**config.mk**
```make
export PLATFORM = sky130hd
export DESIGN_NAME = abr_ctrl
export DESIGN_NICKNAME = d
export VERILOG_FILES = /design/src/abr_pkg.sv /design/src/abr_ctrl.sv /design/src/abr_sync.sv
export VERILOG_INCLUDE_DIRS = /design/src
export SDC_FILE = /design/constraint.sdc
export NUM_CORES = 1
export LEC_CHECK = 0
export BUFFER_PORTS_ARGS = -buffer_cell sky130_fd_sc_hd__clkbuf_2
export CAP_MARGIN = 15
export CORE_ASPECT_RATIO = 1.25
export CORE_MARGIN = 1
export CORE_UTILIZATION = 35
export DETAILED_ROUTE_END_ITERATION = 10
export PLACE_DENSITY = 0.65
export SLEW_MARGIN = 20
export SYNTH_ARGS = -nofsm -noshare
export SYNTH_HDL_FRONTEND = slang
export SYNTH_SLANG_ARGS = --single-unit
```
**constraint.sdc**
```tcl
create_clock -name sys_clk -period 4 [get_ports sys_clk]
set_clock_uncertainty 0.05 [all_clocks]
set_input_delay 1.2 -clock sys_clk [delete_from_list [all_inputs] [get_ports sys_clk]]
set_output_delay 1.2 -clock sys_clk [all_outputs]
set_load 0.01 [all_outputs]
```
**src/abr_consts.svh**
```systemverilog
// Constants for the converter readout and sleep/clear controller
`ifndef ABR_CONSTS_SVH
`define ABR_CONSTS_SVH

// ----------------------------------------------------------------
// Clock and timing
// ----------------------------------------------------------------
`define ABR_CLK_NS 20
`define ABR_ABORT_NS 45
`define ABR_ABORT_CYC (`ABR_ABORT_NS / `ABR_CLK_NS)
`define ABR_DOWN_NS 20000
`define ABR_DOWN_CYC ((`ABR_DOWN_NS + `ABR_CLK_NS - 1) / `ABR_CLK_NS)
`define ABR_WAKE_NS 1000
`define ABR_WAKE_CYC ((`ABR_WAKE_NS + `ABR_CLK_NS - 1) / `ABR_CLK_NS)

// ----------------------------------------------------------------
// Codes and field positions
// ----------------------------------------------------------------
`define ABR_CODE_RESET 12'hFE0
`define ABR_DISCARD_NUM 3'h4
`define ABR_PIN_SLEEP 3
`define ABR_PIN_CS 2
`define ABR_PIN_RD 1
`define ABR_PIN_BYTE 0
`define ABR_PIN_RST_VAL 4'hE

`endif

```
**src/abr_pkg.sv**
```systemverilog
// Types for the converter readout and sleep/clear controller
`default_nettype none
package abr_pkg;
    typedef enum logic [1:0] {
        ST_RUN,
        ST_RESET,
        ST_DOWN,
        ST_WAKE
    } abr_state_t;
endpackage : abr_pkg
`default_nettype wire

```
**src/abr_ctrl.sv**
```systemverilog
// Readout byte mux and sleep/clear sequencing for the converter
`include "abr_consts.svh"
`default_nettype none
module abr_ctrl
    import abr_pkg::*;
#(
    parameter int DOWN_CYC = `ABR_DOWN_CYC,
    parameter int WAKE_CYC = `ABR_WAKE_CYC
) (
    input wire logic sys_clk,
    input wire logic rst_b,
    input wire logic clkEn,
    input wire logic sleepClearN,
    input wire logic csN,
    input wire logic rdN,
    input wire logic byteSel,
    input wire logic convDone,
    input wire logic [11:0] convResult,
    output logic [7:0] outputPinsUpper,
    output logic [3:0] outputPinsLower,
    output logic dataOe,
    output logic convAbort,
    output logic resultValid,
    output logic inPowerdown,
    output logic readyOut
);
    localparam int ABORT_CYC = `ABR_ABORT_CYC;
    localparam logic [15:0] DOWN_LIM = 16'(DOWN_CYC - 1);
    localparam logic [15:0] WAKE_LIM = 16'(WAKE_CYC - 1);

    typedef struct packed {
        abr_state_t st;
        logic [15:0] cnt;
        logic [2:0] discard;
        logic [11:0] word;
        logic [7:0] upper;
        logic [3:0] lower;
        logic valid;
    } abr_ctrl_t;

    abr_ctrl_t r_ff;
    abr_ctrl_t nxt_r;
    logic [3:0] pinsSync;
    logic sClr;
    logic csS;
    logic rdS;
    logic bS;
    logic [11:0] shown;

    // ----------------------------------------------------------------
    // Pin synchronisers
    // ----------------------------------------------------------------
    abr_sync #(
        .W(4),
        .RST_VAL(`ABR_PIN_RST_VAL)
    ) u_sync (
        .sys_clk(sys_clk),
        .rst_b(rst_b),
        .clkEn(clkEn),
        .pinIn({sleepClearN, csN, rdN, byteSel}),
        .pinOut(pinsSync)
    );

    assign sClr = pinsSync[`ABR_PIN_SLEEP];
    assign csS = pinsSync[`ABR_PIN_CS];
    assign rdS = pinsSync[`ABR_PIN_RD];
    assign bS = pinsSync[`ABR_PIN_BYTE];

    // ----------------------------------------------------------------
    // Next state
    // ----------------------------------------------------------------
    always_comb begin
        nxt_r = r_ff;
        shown = r_ff.word;
        case (r_ff.st)
            ST_RUN: begin
                if (!sClr) begin
                    nxt_r.st = ST_RESET;
                    nxt_r.cnt = 16'h0000;
                    nxt_r.valid = 1'b0;
                end
            end
            ST_RESET: begin
                if (sClr) begin
                    nxt_r.st = ST_RUN;
                    nxt_r.discard = `ABR_DISCARD_NUM;
                end else if (r_ff.cnt >= DOWN_LIM) begin
                    nxt_r.st = ST_DOWN;
                    nxt_r.cnt = 16'h0000;
                end else begin
                    nxt_r.cnt = r_ff.cnt + 16'h0001;
                end
            end
            ST_DOWN: begin
                if (sClr) begin
                    nxt_r.st = ST_WAKE;
                    nxt_r.cnt = 16'h0000;
                end
            end
            ST_WAKE: begin
                if (!sClr) begin
                    nxt_r.st = ST_RESET;
                    nxt_r.cnt = 16'h0000;
                end else if (r_ff.cnt >= WAKE_LIM) begin
                    nxt_r.st = ST_RUN;
                    nxt_r.discard = `ABR_DISCARD_NUM;
                end else begin
                    nxt_r.cnt = r_ff.cnt + 16'h0001;
                end
            end
            default: begin
                nxt_r.st = ST_RESET;
                nxt_r.cnt = 16'h0000;
            end
        endcase
        if (convDone && r_ff.st == ST_RUN && sClr && sleepClearN) begin
            nxt_r.word = convResult;
            if (r_ff.discard != 3'h0) begin
                nxt_r.discard = r_ff.discard - 3'h1;
                nxt_r.valid = 1'b0;
            end else begin
                nxt_r.valid = 1'b1;
            end
        end
        if (r_ff.st != ST_RUN) begin
            shown = `ABR_CODE_RESET;
        end
        // Mux follows byte select each cycle that clkEn is high
        if (bS) begin
            nxt_r.upper = {shown[3:0], 4'h0};
            nxt_r.lower = 4'h0;
        end else begin
            nxt_r.upper = shown[11:4];
            nxt_r.lower = shown[3:0];
        end
    end

    always_ff @(posedge sys_clk or negedge rst_b) begin
        if (!rst_b) begin
            r_ff.st <= ST_RUN;
            r_ff.cnt <= 16'h0000;
            r_ff.discard <= `ABR_DISCARD_NUM;
            r_ff.word <= 12'h000;
            r_ff.upper <= 8'h00;
            r_ff.lower <= 4'h0;
            r_ff.valid <= 1'b0;
        end else if (clkEn) begin
            r_ff <= nxt_r;
        end
    end

    // ----------------------------------------------------------------
    // Outputs
    // ----------------------------------------------------------------
    assign outputPinsUpper = r_ff.upper;
    assign outputPinsLower = r_ff.lower;
    // Drive only with select and strobe low
    assign dataOe = !csS && !rdS;
    // Raw pin aborts with no clock
    assign convAbort = !sleepClearN || (r_ff.st != ST_RUN);
    assign resultValid = r_ff.valid;
    assign inPowerdown = (r_ff.st == ST_DOWN);
    assign readyOut = (r_ff.st == ST_RUN);
endmodule : abr_ctrl
`default_nettype wire

```
**src/abr_sync.sv**
```systemverilog
// Three-stage input synchroniser with agreement filter
`default_nettype none
module abr_sync #(
    parameter int W = 4,
    parameter logic [W-1:0] RST_VAL = '0
) (
    input wire logic sys_clk,
    input wire logic rst_b,
    input wire logic clkEn,
    input wire logic [W-1:0] pinIn,
    output logic [W-1:0] pinOut
);
    typedef struct packed {
        logic [W-1:0] s1;
        logic [W-1:0] s2;
        logic [W-1:0] s3;
        logic [W-1:0] stable;
    } abr_sync_t;

    abr_sync_t r_ff;
    abr_sync_t nxt_r;
    logic [W-1:0] nxtStable;

    // ----------------------------------------------------------------
    // Per-bit agreement filter
    // ----------------------------------------------------------------
    genvar i;
    generate
        for (i = 0; i < W; i++) begin : g_bit
            assign nxtStable[i] = (r_ff.s2[i] == r_ff.s3[i]) ?
                r_ff.s3[i] : r_ff.stable[i];
        end
    endgenerate

    always_comb begin
        nxt_r = r_ff;
        nxt_r.s1 = pinIn;
        nxt_r.s2 = r_ff.s1;
        nxt_r.s3 = r_ff.s2;
        nxt_r.stable = nxtStable;
    end

    always_ff @(posedge sys_clk or negedge rst_b) begin
        if (!rst_b) begin
            r_ff <= {RST_VAL, RST_VAL, RST_VAL, RST_VAL};
        end else if (clkEn) begin
            r_ff <= nxt_r;
        end
    end

    assign pinOut = r_ff.stable;
endmodule : abr_sync
`default_nettype wire

```
==> metrics.txt <==
# TYPE chip_impl_metric gauge
chip_impl_metric{name="synth.distinct_cells",unit=""} 47
chip_impl_info{name="synthDominantAreaCellType",value="sky130_fd_sc_hd__dfrtp_1"} 1
chip_impl_metric{name="final.period_utilization",unit="%"} 73.5
chip_impl_metric{name="power_frac_seq",unit="%"} 47.3
chip_impl_metric{name="gp_routability_congestion",unit=""} 0.760
chip_impl_metric{name="filler_cell_count",unit=""} 828
chip_impl_metric{name="synth_mux_area_share",unit="%"} 9.65
chip_impl_info{name="hold_path.class",value="reg2reg"} 1
chip_impl_info{name="dominant_combinational_cell_family_by_area_after_synthesis",value="simple AND/OR/NAND/NOR gates"} 1
chip_impl_metric{name="synth.yosys.warnings",unit=""} 0
chip_impl_metric{name="switching_power",unit="mW"} 0.680
chip_impl_metric{name="max-cap-violations",unit=""} 0
chip_impl_metric{name="die_y",unit="um"} 106
chip_impl_metric{name="synth-async-reset-ratio",unit="%"} 100
chip_impl_metric{name="syn_area_per_cell",unit="sq um"} 10.5
chip_impl_metric{name="powerDensity",unit="nW/um^2"} 598
chip_impl_metric{name="synth.cell_area",unit="sq um"} 3040
chip_impl_metric{name="layout_min_cycle_time",unit="ns"} 2.94
chip_impl_metric{name="io_buffers",unit=""} 36
chip_impl_metric{name="timing_worst_slew_pin_value",unit="ns"} 0.507
chip_impl_metric{name="synth_compound_area_share",unit="%"} 14.6
chip_impl_info{name="kind_of_start_point_of_the_critical_path",value="register"} 1
chip_impl_metric{name="floorplan.die_area",unit="sq um"} 9050
chip_impl_metric{name="finalSetupTns",unit="ns"} 0
chip_impl_metric{name="multi_input_combinational_cell_area",unit="sq um"} 1250
chip_impl_metric{name="core.rowCount",unit=""} 37
chip_impl_metric{name="core-area",unit="sq um"} 8330
chip_impl_metric{name="worstPathMaxFanout",unit=""} 11
chip_impl_metric{name="tritoncts_num_sinks",unit=""} 62
chip_impl_metric{name="utilization",unit="%"} 40.8
chip_impl_metric{name="viasPerCell",unit=""} 5.22
chip_impl_metric{name="count_of_pins_on_the_block_boundary",unit=""} 37
chip_impl_info{name="crit_end",value="convAbort"} 1
chip_impl_metric{name="reg2reg_slack",unit="ns"} 1.70
chip_impl_metric{name="initial_core_util",unit="%"} 36.4
chip_impl_metric{name="setup_viol_count_final",unit=""} 0
chip_impl_metric{name="first_pass_iters",unit=""} 4
chip_impl_metric{name="area_growth",unit="%"} 12.1
chip_impl_metric{name="combinational_fraction_of_design_power",unit="%"} 27.9
chip_impl_metric{name="gr-total-overflow",unit=""} 0
chip_impl_metric{name="design.final.nets",unit=""} 341
chip_impl_metric{name="cts_htree_levels",unit=""} 3
chip_impl_metric{name="antenna_cells_inserted",unit=""} 0
chip_impl_metric{name="maxSlewViolCount",unit=""} 0
chip_impl_info{name="status",value="complete, no violations"} 1
chip_impl_metric{name="wl_per_cell",unit="um"} 14.3
chip_impl_metric{name="vdd.ir_drop.worst",unit="mV"} 0.180
chip_impl_metric{name="fin_worst_hold_slack",unit="ns"} 0.440
chip_impl_info{name="grt_setup_unrepaired",value="no"} 1
chip_impl_metric{name="post-cts-setup-buffer-count",unit=""} 0
chip_impl_info{name="min_from",value="u_sync.r_ff[5]$_DFFE_PN1P_"} 1
chip_impl_metric{name="synthXorXnorAreaFrac",unit="%"} 0.289
chip_impl_metric{name="detailedPlacementHpwl",unit="um"} 4330
chip_impl_metric{name="grt_max_degree",unit=""} 32
chip_impl_info{name="critical_path.reg2reg.startpoint",value="r_ff[29]$_DFFE_PN0P_"} 1
chip_impl_info{name="ws_path_type",value="reg2out"} 1
chip_impl_metric{name="switching_share",unit="%"} 33.4
chip_impl_metric{name="adder_and_majority_cell_fraction_of_the_synthesized_area",unit="%"} 2.06
chip_impl_metric{name="postRouteWirelength",unit="um"} 5990
chip_impl_metric{name="final_hold_violations",unit=""} 0
chip_impl_metric{name="number_of_antenna_violations_at_the_first_check_in_global_routing",unit=""} 0
chip_impl_metric{name="worstSkewPairLatency",unit="ns"} 0.34
chip_impl_metric{name="path_clk_slew",unit="ns"} 0.06
chip_impl_metric{name="sequential_fraction_of_the_synthesis_area",unit="%"} 51.6
chip_impl_metric{name="power_frac_clock",unit="%"} 24.7
chip_impl_metric{name="timing.max_slew.rel_slack",unit="%"} 66.2
chip_impl_metric{name="cp_data_arrival_time",unit="ns"} 1.69
chip_impl_metric{name="yosys.area.top_type_share",unit="%"} 40.4
chip_impl_metric{name="post_route_cell_area",unit="sq um"} 3400
chip_impl_metric{name="syn-instance-count",unit=""} 288
chip_impl_metric{name="synth_edf_count",unit=""} 0
chip_impl_metric{name="cts.repair.resized",unit=""} 0
chip_impl_metric{name="p_int",unit="mW"} 1.36
chip_impl_info{name="tritoncts_clock_tree",value="yes"} 1
chip_impl_metric{name="cells_on_worst_reg2reg_path",unit=""} 7
chip_impl_metric{name="drtAntennaViolNets",unit=""} 0
chip_impl_metric{name="synth_nets",unit=""} 313
chip_impl_metric{name="ys_ff_latch",unit=""} 62
chip_impl_metric{name="ctsLongestPathBuffers",unit=""} 2
chip_impl_metric{name="routed-via-count",unit=""} 2181
chip_impl_metric{name="detail_route.iter0.violations",unit=""} 71
chip_impl_metric{name="grt_pass1_vias",unit=""} 2103
chip_impl_metric{name="die_width",unit="um"} 85.3
chip_impl_metric{name="cts.hold.buffers_added",unit=""} 0
chip_impl_metric{name="number_of_cts_inserted_buffers",unit=""} 9
chip_impl_metric{name="detail_route.drc_violations",unit=""} 0
chip_impl_metric{name="highest_clock_rate",unit="GHz"} 0.340
chip_impl_metric{name="wire_length_of_the_first_global_routing_pass",unit="um"} 10000
chip_impl_info{name="critical_path.reg2reg.endpoint",value="r_ff[30]$_DFFE_PN0P_"} 1
chip_impl_metric{name="post_route_cells_drive_above_1_share",unit="%"} 31.8
chip_impl_info{name="most_used_flip_flop_cell_after_synthesis",value="sky130_fd_sc_hd__dfrtp_1"} 1
chip_impl_info{name="cts_root_buf",value="sky130_fd_sc_hd__clkbuf_8"} 1
chip_impl_metric{name="area.sequential",unit="sq um"} 1570
chip_impl_metric{name="static-leakage-power",unit="nW"} 1.55
chip_impl_metric{name="timing.critical_path.required",unit="ns"} 2.75
chip_impl_info{name="critPathCaptureType",value="primary output"} 1
chip_impl_info{name="yosys-top-cells-area",value="sky130_fd_sc_hd__dfrtp_1 (40%), sky130_fd_sc_hd__dfstp_2 (11%), sky130_fd_sc_hd__mux2_2 (9.6%)"} 1
chip_impl_metric{name="globalRouteTotalUtil",unit="%"} 14.3
chip_impl_metric{name="synth-simple-area-share",unit="%"} 14.6
chip_impl_metric{name="placedInstanceArea",unit="sq um"} 3220
## worst min path at each step
stage	to	slack (ns)	cells after the start
3_3_place_gp	u_sync.r_ff[5]$_DFFE_PN1P_	0.42	2
4_1_cts	u_sync.r_ff[5]$_DFFE_PN1P_	0.44	2
5_1_grt	u_sync.r_ff[5]$_DFFE_PN1P_	0.45	2
3_5_place_dp	u_sync.r_ff[5]$_DFFE_PN1P_	0.43	2
6_report	u_sync.r_ff[5]$_DFFE_PN1P_	0.44	2
2_1_floorplan	outputPinsUpper[1]$_DFFE_PN0P_	0.40	2
## sequential cells by signal, summed over array words and instances (netlist names), named ones only
signal,flops
outputPinsLower,4
outputPinsUpper,8
r_ff,32
resultValid,1
u_sync.nxt_r,8
u_sync.pinOut,4
u_sync.r_ff,4
## power by group through the flow
stage,Combinational [mW],Clock (mW),Sequential (mW)
detailed placement,0.574,0,0.975
global route,0.638,0.545,0.989
CTS,0.578,0.522,0.964
global placement,0.556,0,0.969
floorplan,0.498,0,0.913
finish,0.569,0.504,0.964
## worst max-delay path: stages (launching register included)
cell                       delay, ns
sky130_fd_sc_hd__dfrtp_1        0.43
sky130_fd_sc_hd__or2_2          0.42
sky130_fd_sc_hd__inv_1          0.27
sky130_fd_sc_hd__nand2_1        0.09
sky130_fd_sc_hd__clkbuf_2       0.13
## routing by layer
metal	routed length (um)	global-route usage (%)
met1	2720	17.9
met2	2900	22.4
met3	255	4.89
met5	0	0
met4	110	6.43
## Yosys cell counts (2+ instances only)
library cell                n
sky130_fd_sc_hd__o31ai_1    4
sky130_fd_sc_hd__a22o_1     7
sky130_fd_sc_hd__a21oi_1    6
sky130_fd_sc_hd__dfstp_2   13
sky130_fd_sc_hd__nor2b_1    4
sky130_fd_sc_hd__and2_1     4
sky130_fd_sc_hd__a31oi_1    4
sky130_fd_sc_hd__and3_1     3
sky130_fd_sc_hd__buf_1      2
sky130_fd_sc_hd__buf_2      2
sky130_fd_sc_hd__dfrtp_1   49
sky130_fd_sc_hd__inv_1     19
sky130_fd_sc_hd__nor3_1     2
sky130_fd_sc_hd__and4_1     2
sky130_fd_sc_hd__a41oi_1    3
sky130_fd_sc_hd__clkbuf_1   5
sky130_fd_sc_hd__o21ai_0   32
sky130_fd_sc_hd__nand2_1   19
sky130_fd_sc_hd__nand3_1   14
sky130_fd_sc_hd__ha_1       5
sky130_fd_sc_hd__nand2b_1   2
sky130_fd_sc_hd__mux2_2    26
sky130_fd_sc_hd__nor2_1    25
sky130_fd_sc_hd__buf_4     13
## metrics by stage
stage | setup slack, ns | total power, mW | cells
final | 1.06 | 2.04 | 418
after global routing | 0.973 | 2.17 | 418
after CTS | 1.02 | 2.06 | 418
after detailed placement | 1.00 | 1.55 | 402
after global placement | 1.05 | 1.53 | 402
after floorplan | 1.47 | 1.41 | 288
## cell families (layout without fill, tap and decap cells)
| kind of cell | after synthesis | after routing |
|---|---|---|
| and+or+nand+nor | 86 | 86 |
| AOI/OAI and AO/OA | 66 | 66 |
| DFF | 62 | 62 |
| buffers and inverters | 42 | 75 |
| muxes | 26 | 26 |
| adders and majority gates | 5 | 5 |
| xor gates and xnor gates | 1 | 1 |
## area by class of cell
type / instances / area share (%)
repair buffers: 40 / 6.18
flip-flops and latches: 62 / 46.1
clock inverters: 1 / 0.147
clock buffers: 15 / 5.18
multi-input cells: 184 / 36.8
well taps: 97 / 3.57
inverters: 19 / 2.10
## cell usage in the layout, fill, tap and decap left out, types with 7 or more instances in the layout
cell and instances:
sky130_fd_sc_hd__nand3_1 14, sky130_fd_sc_hd__a22o_1 7, sky130_fd_sc_hd__clkbuf_2 36, sky130_fd_sc_hd__nor2_1 25
sky130_fd_sc_hd__o21ai_0 32, sky130_fd_sc_hd__dfrtp_1 49, sky130_fd_sc_hd__nand2_1 19, sky130_fd_sc_hd__clkbuf_8 12
sky130_fd_sc_hd__mux2_2 26, sky130_fd_sc_hd__inv_1 19, sky130_fd_sc_hd__dfstp_2 13
Power figures use the tool's default switching activity.
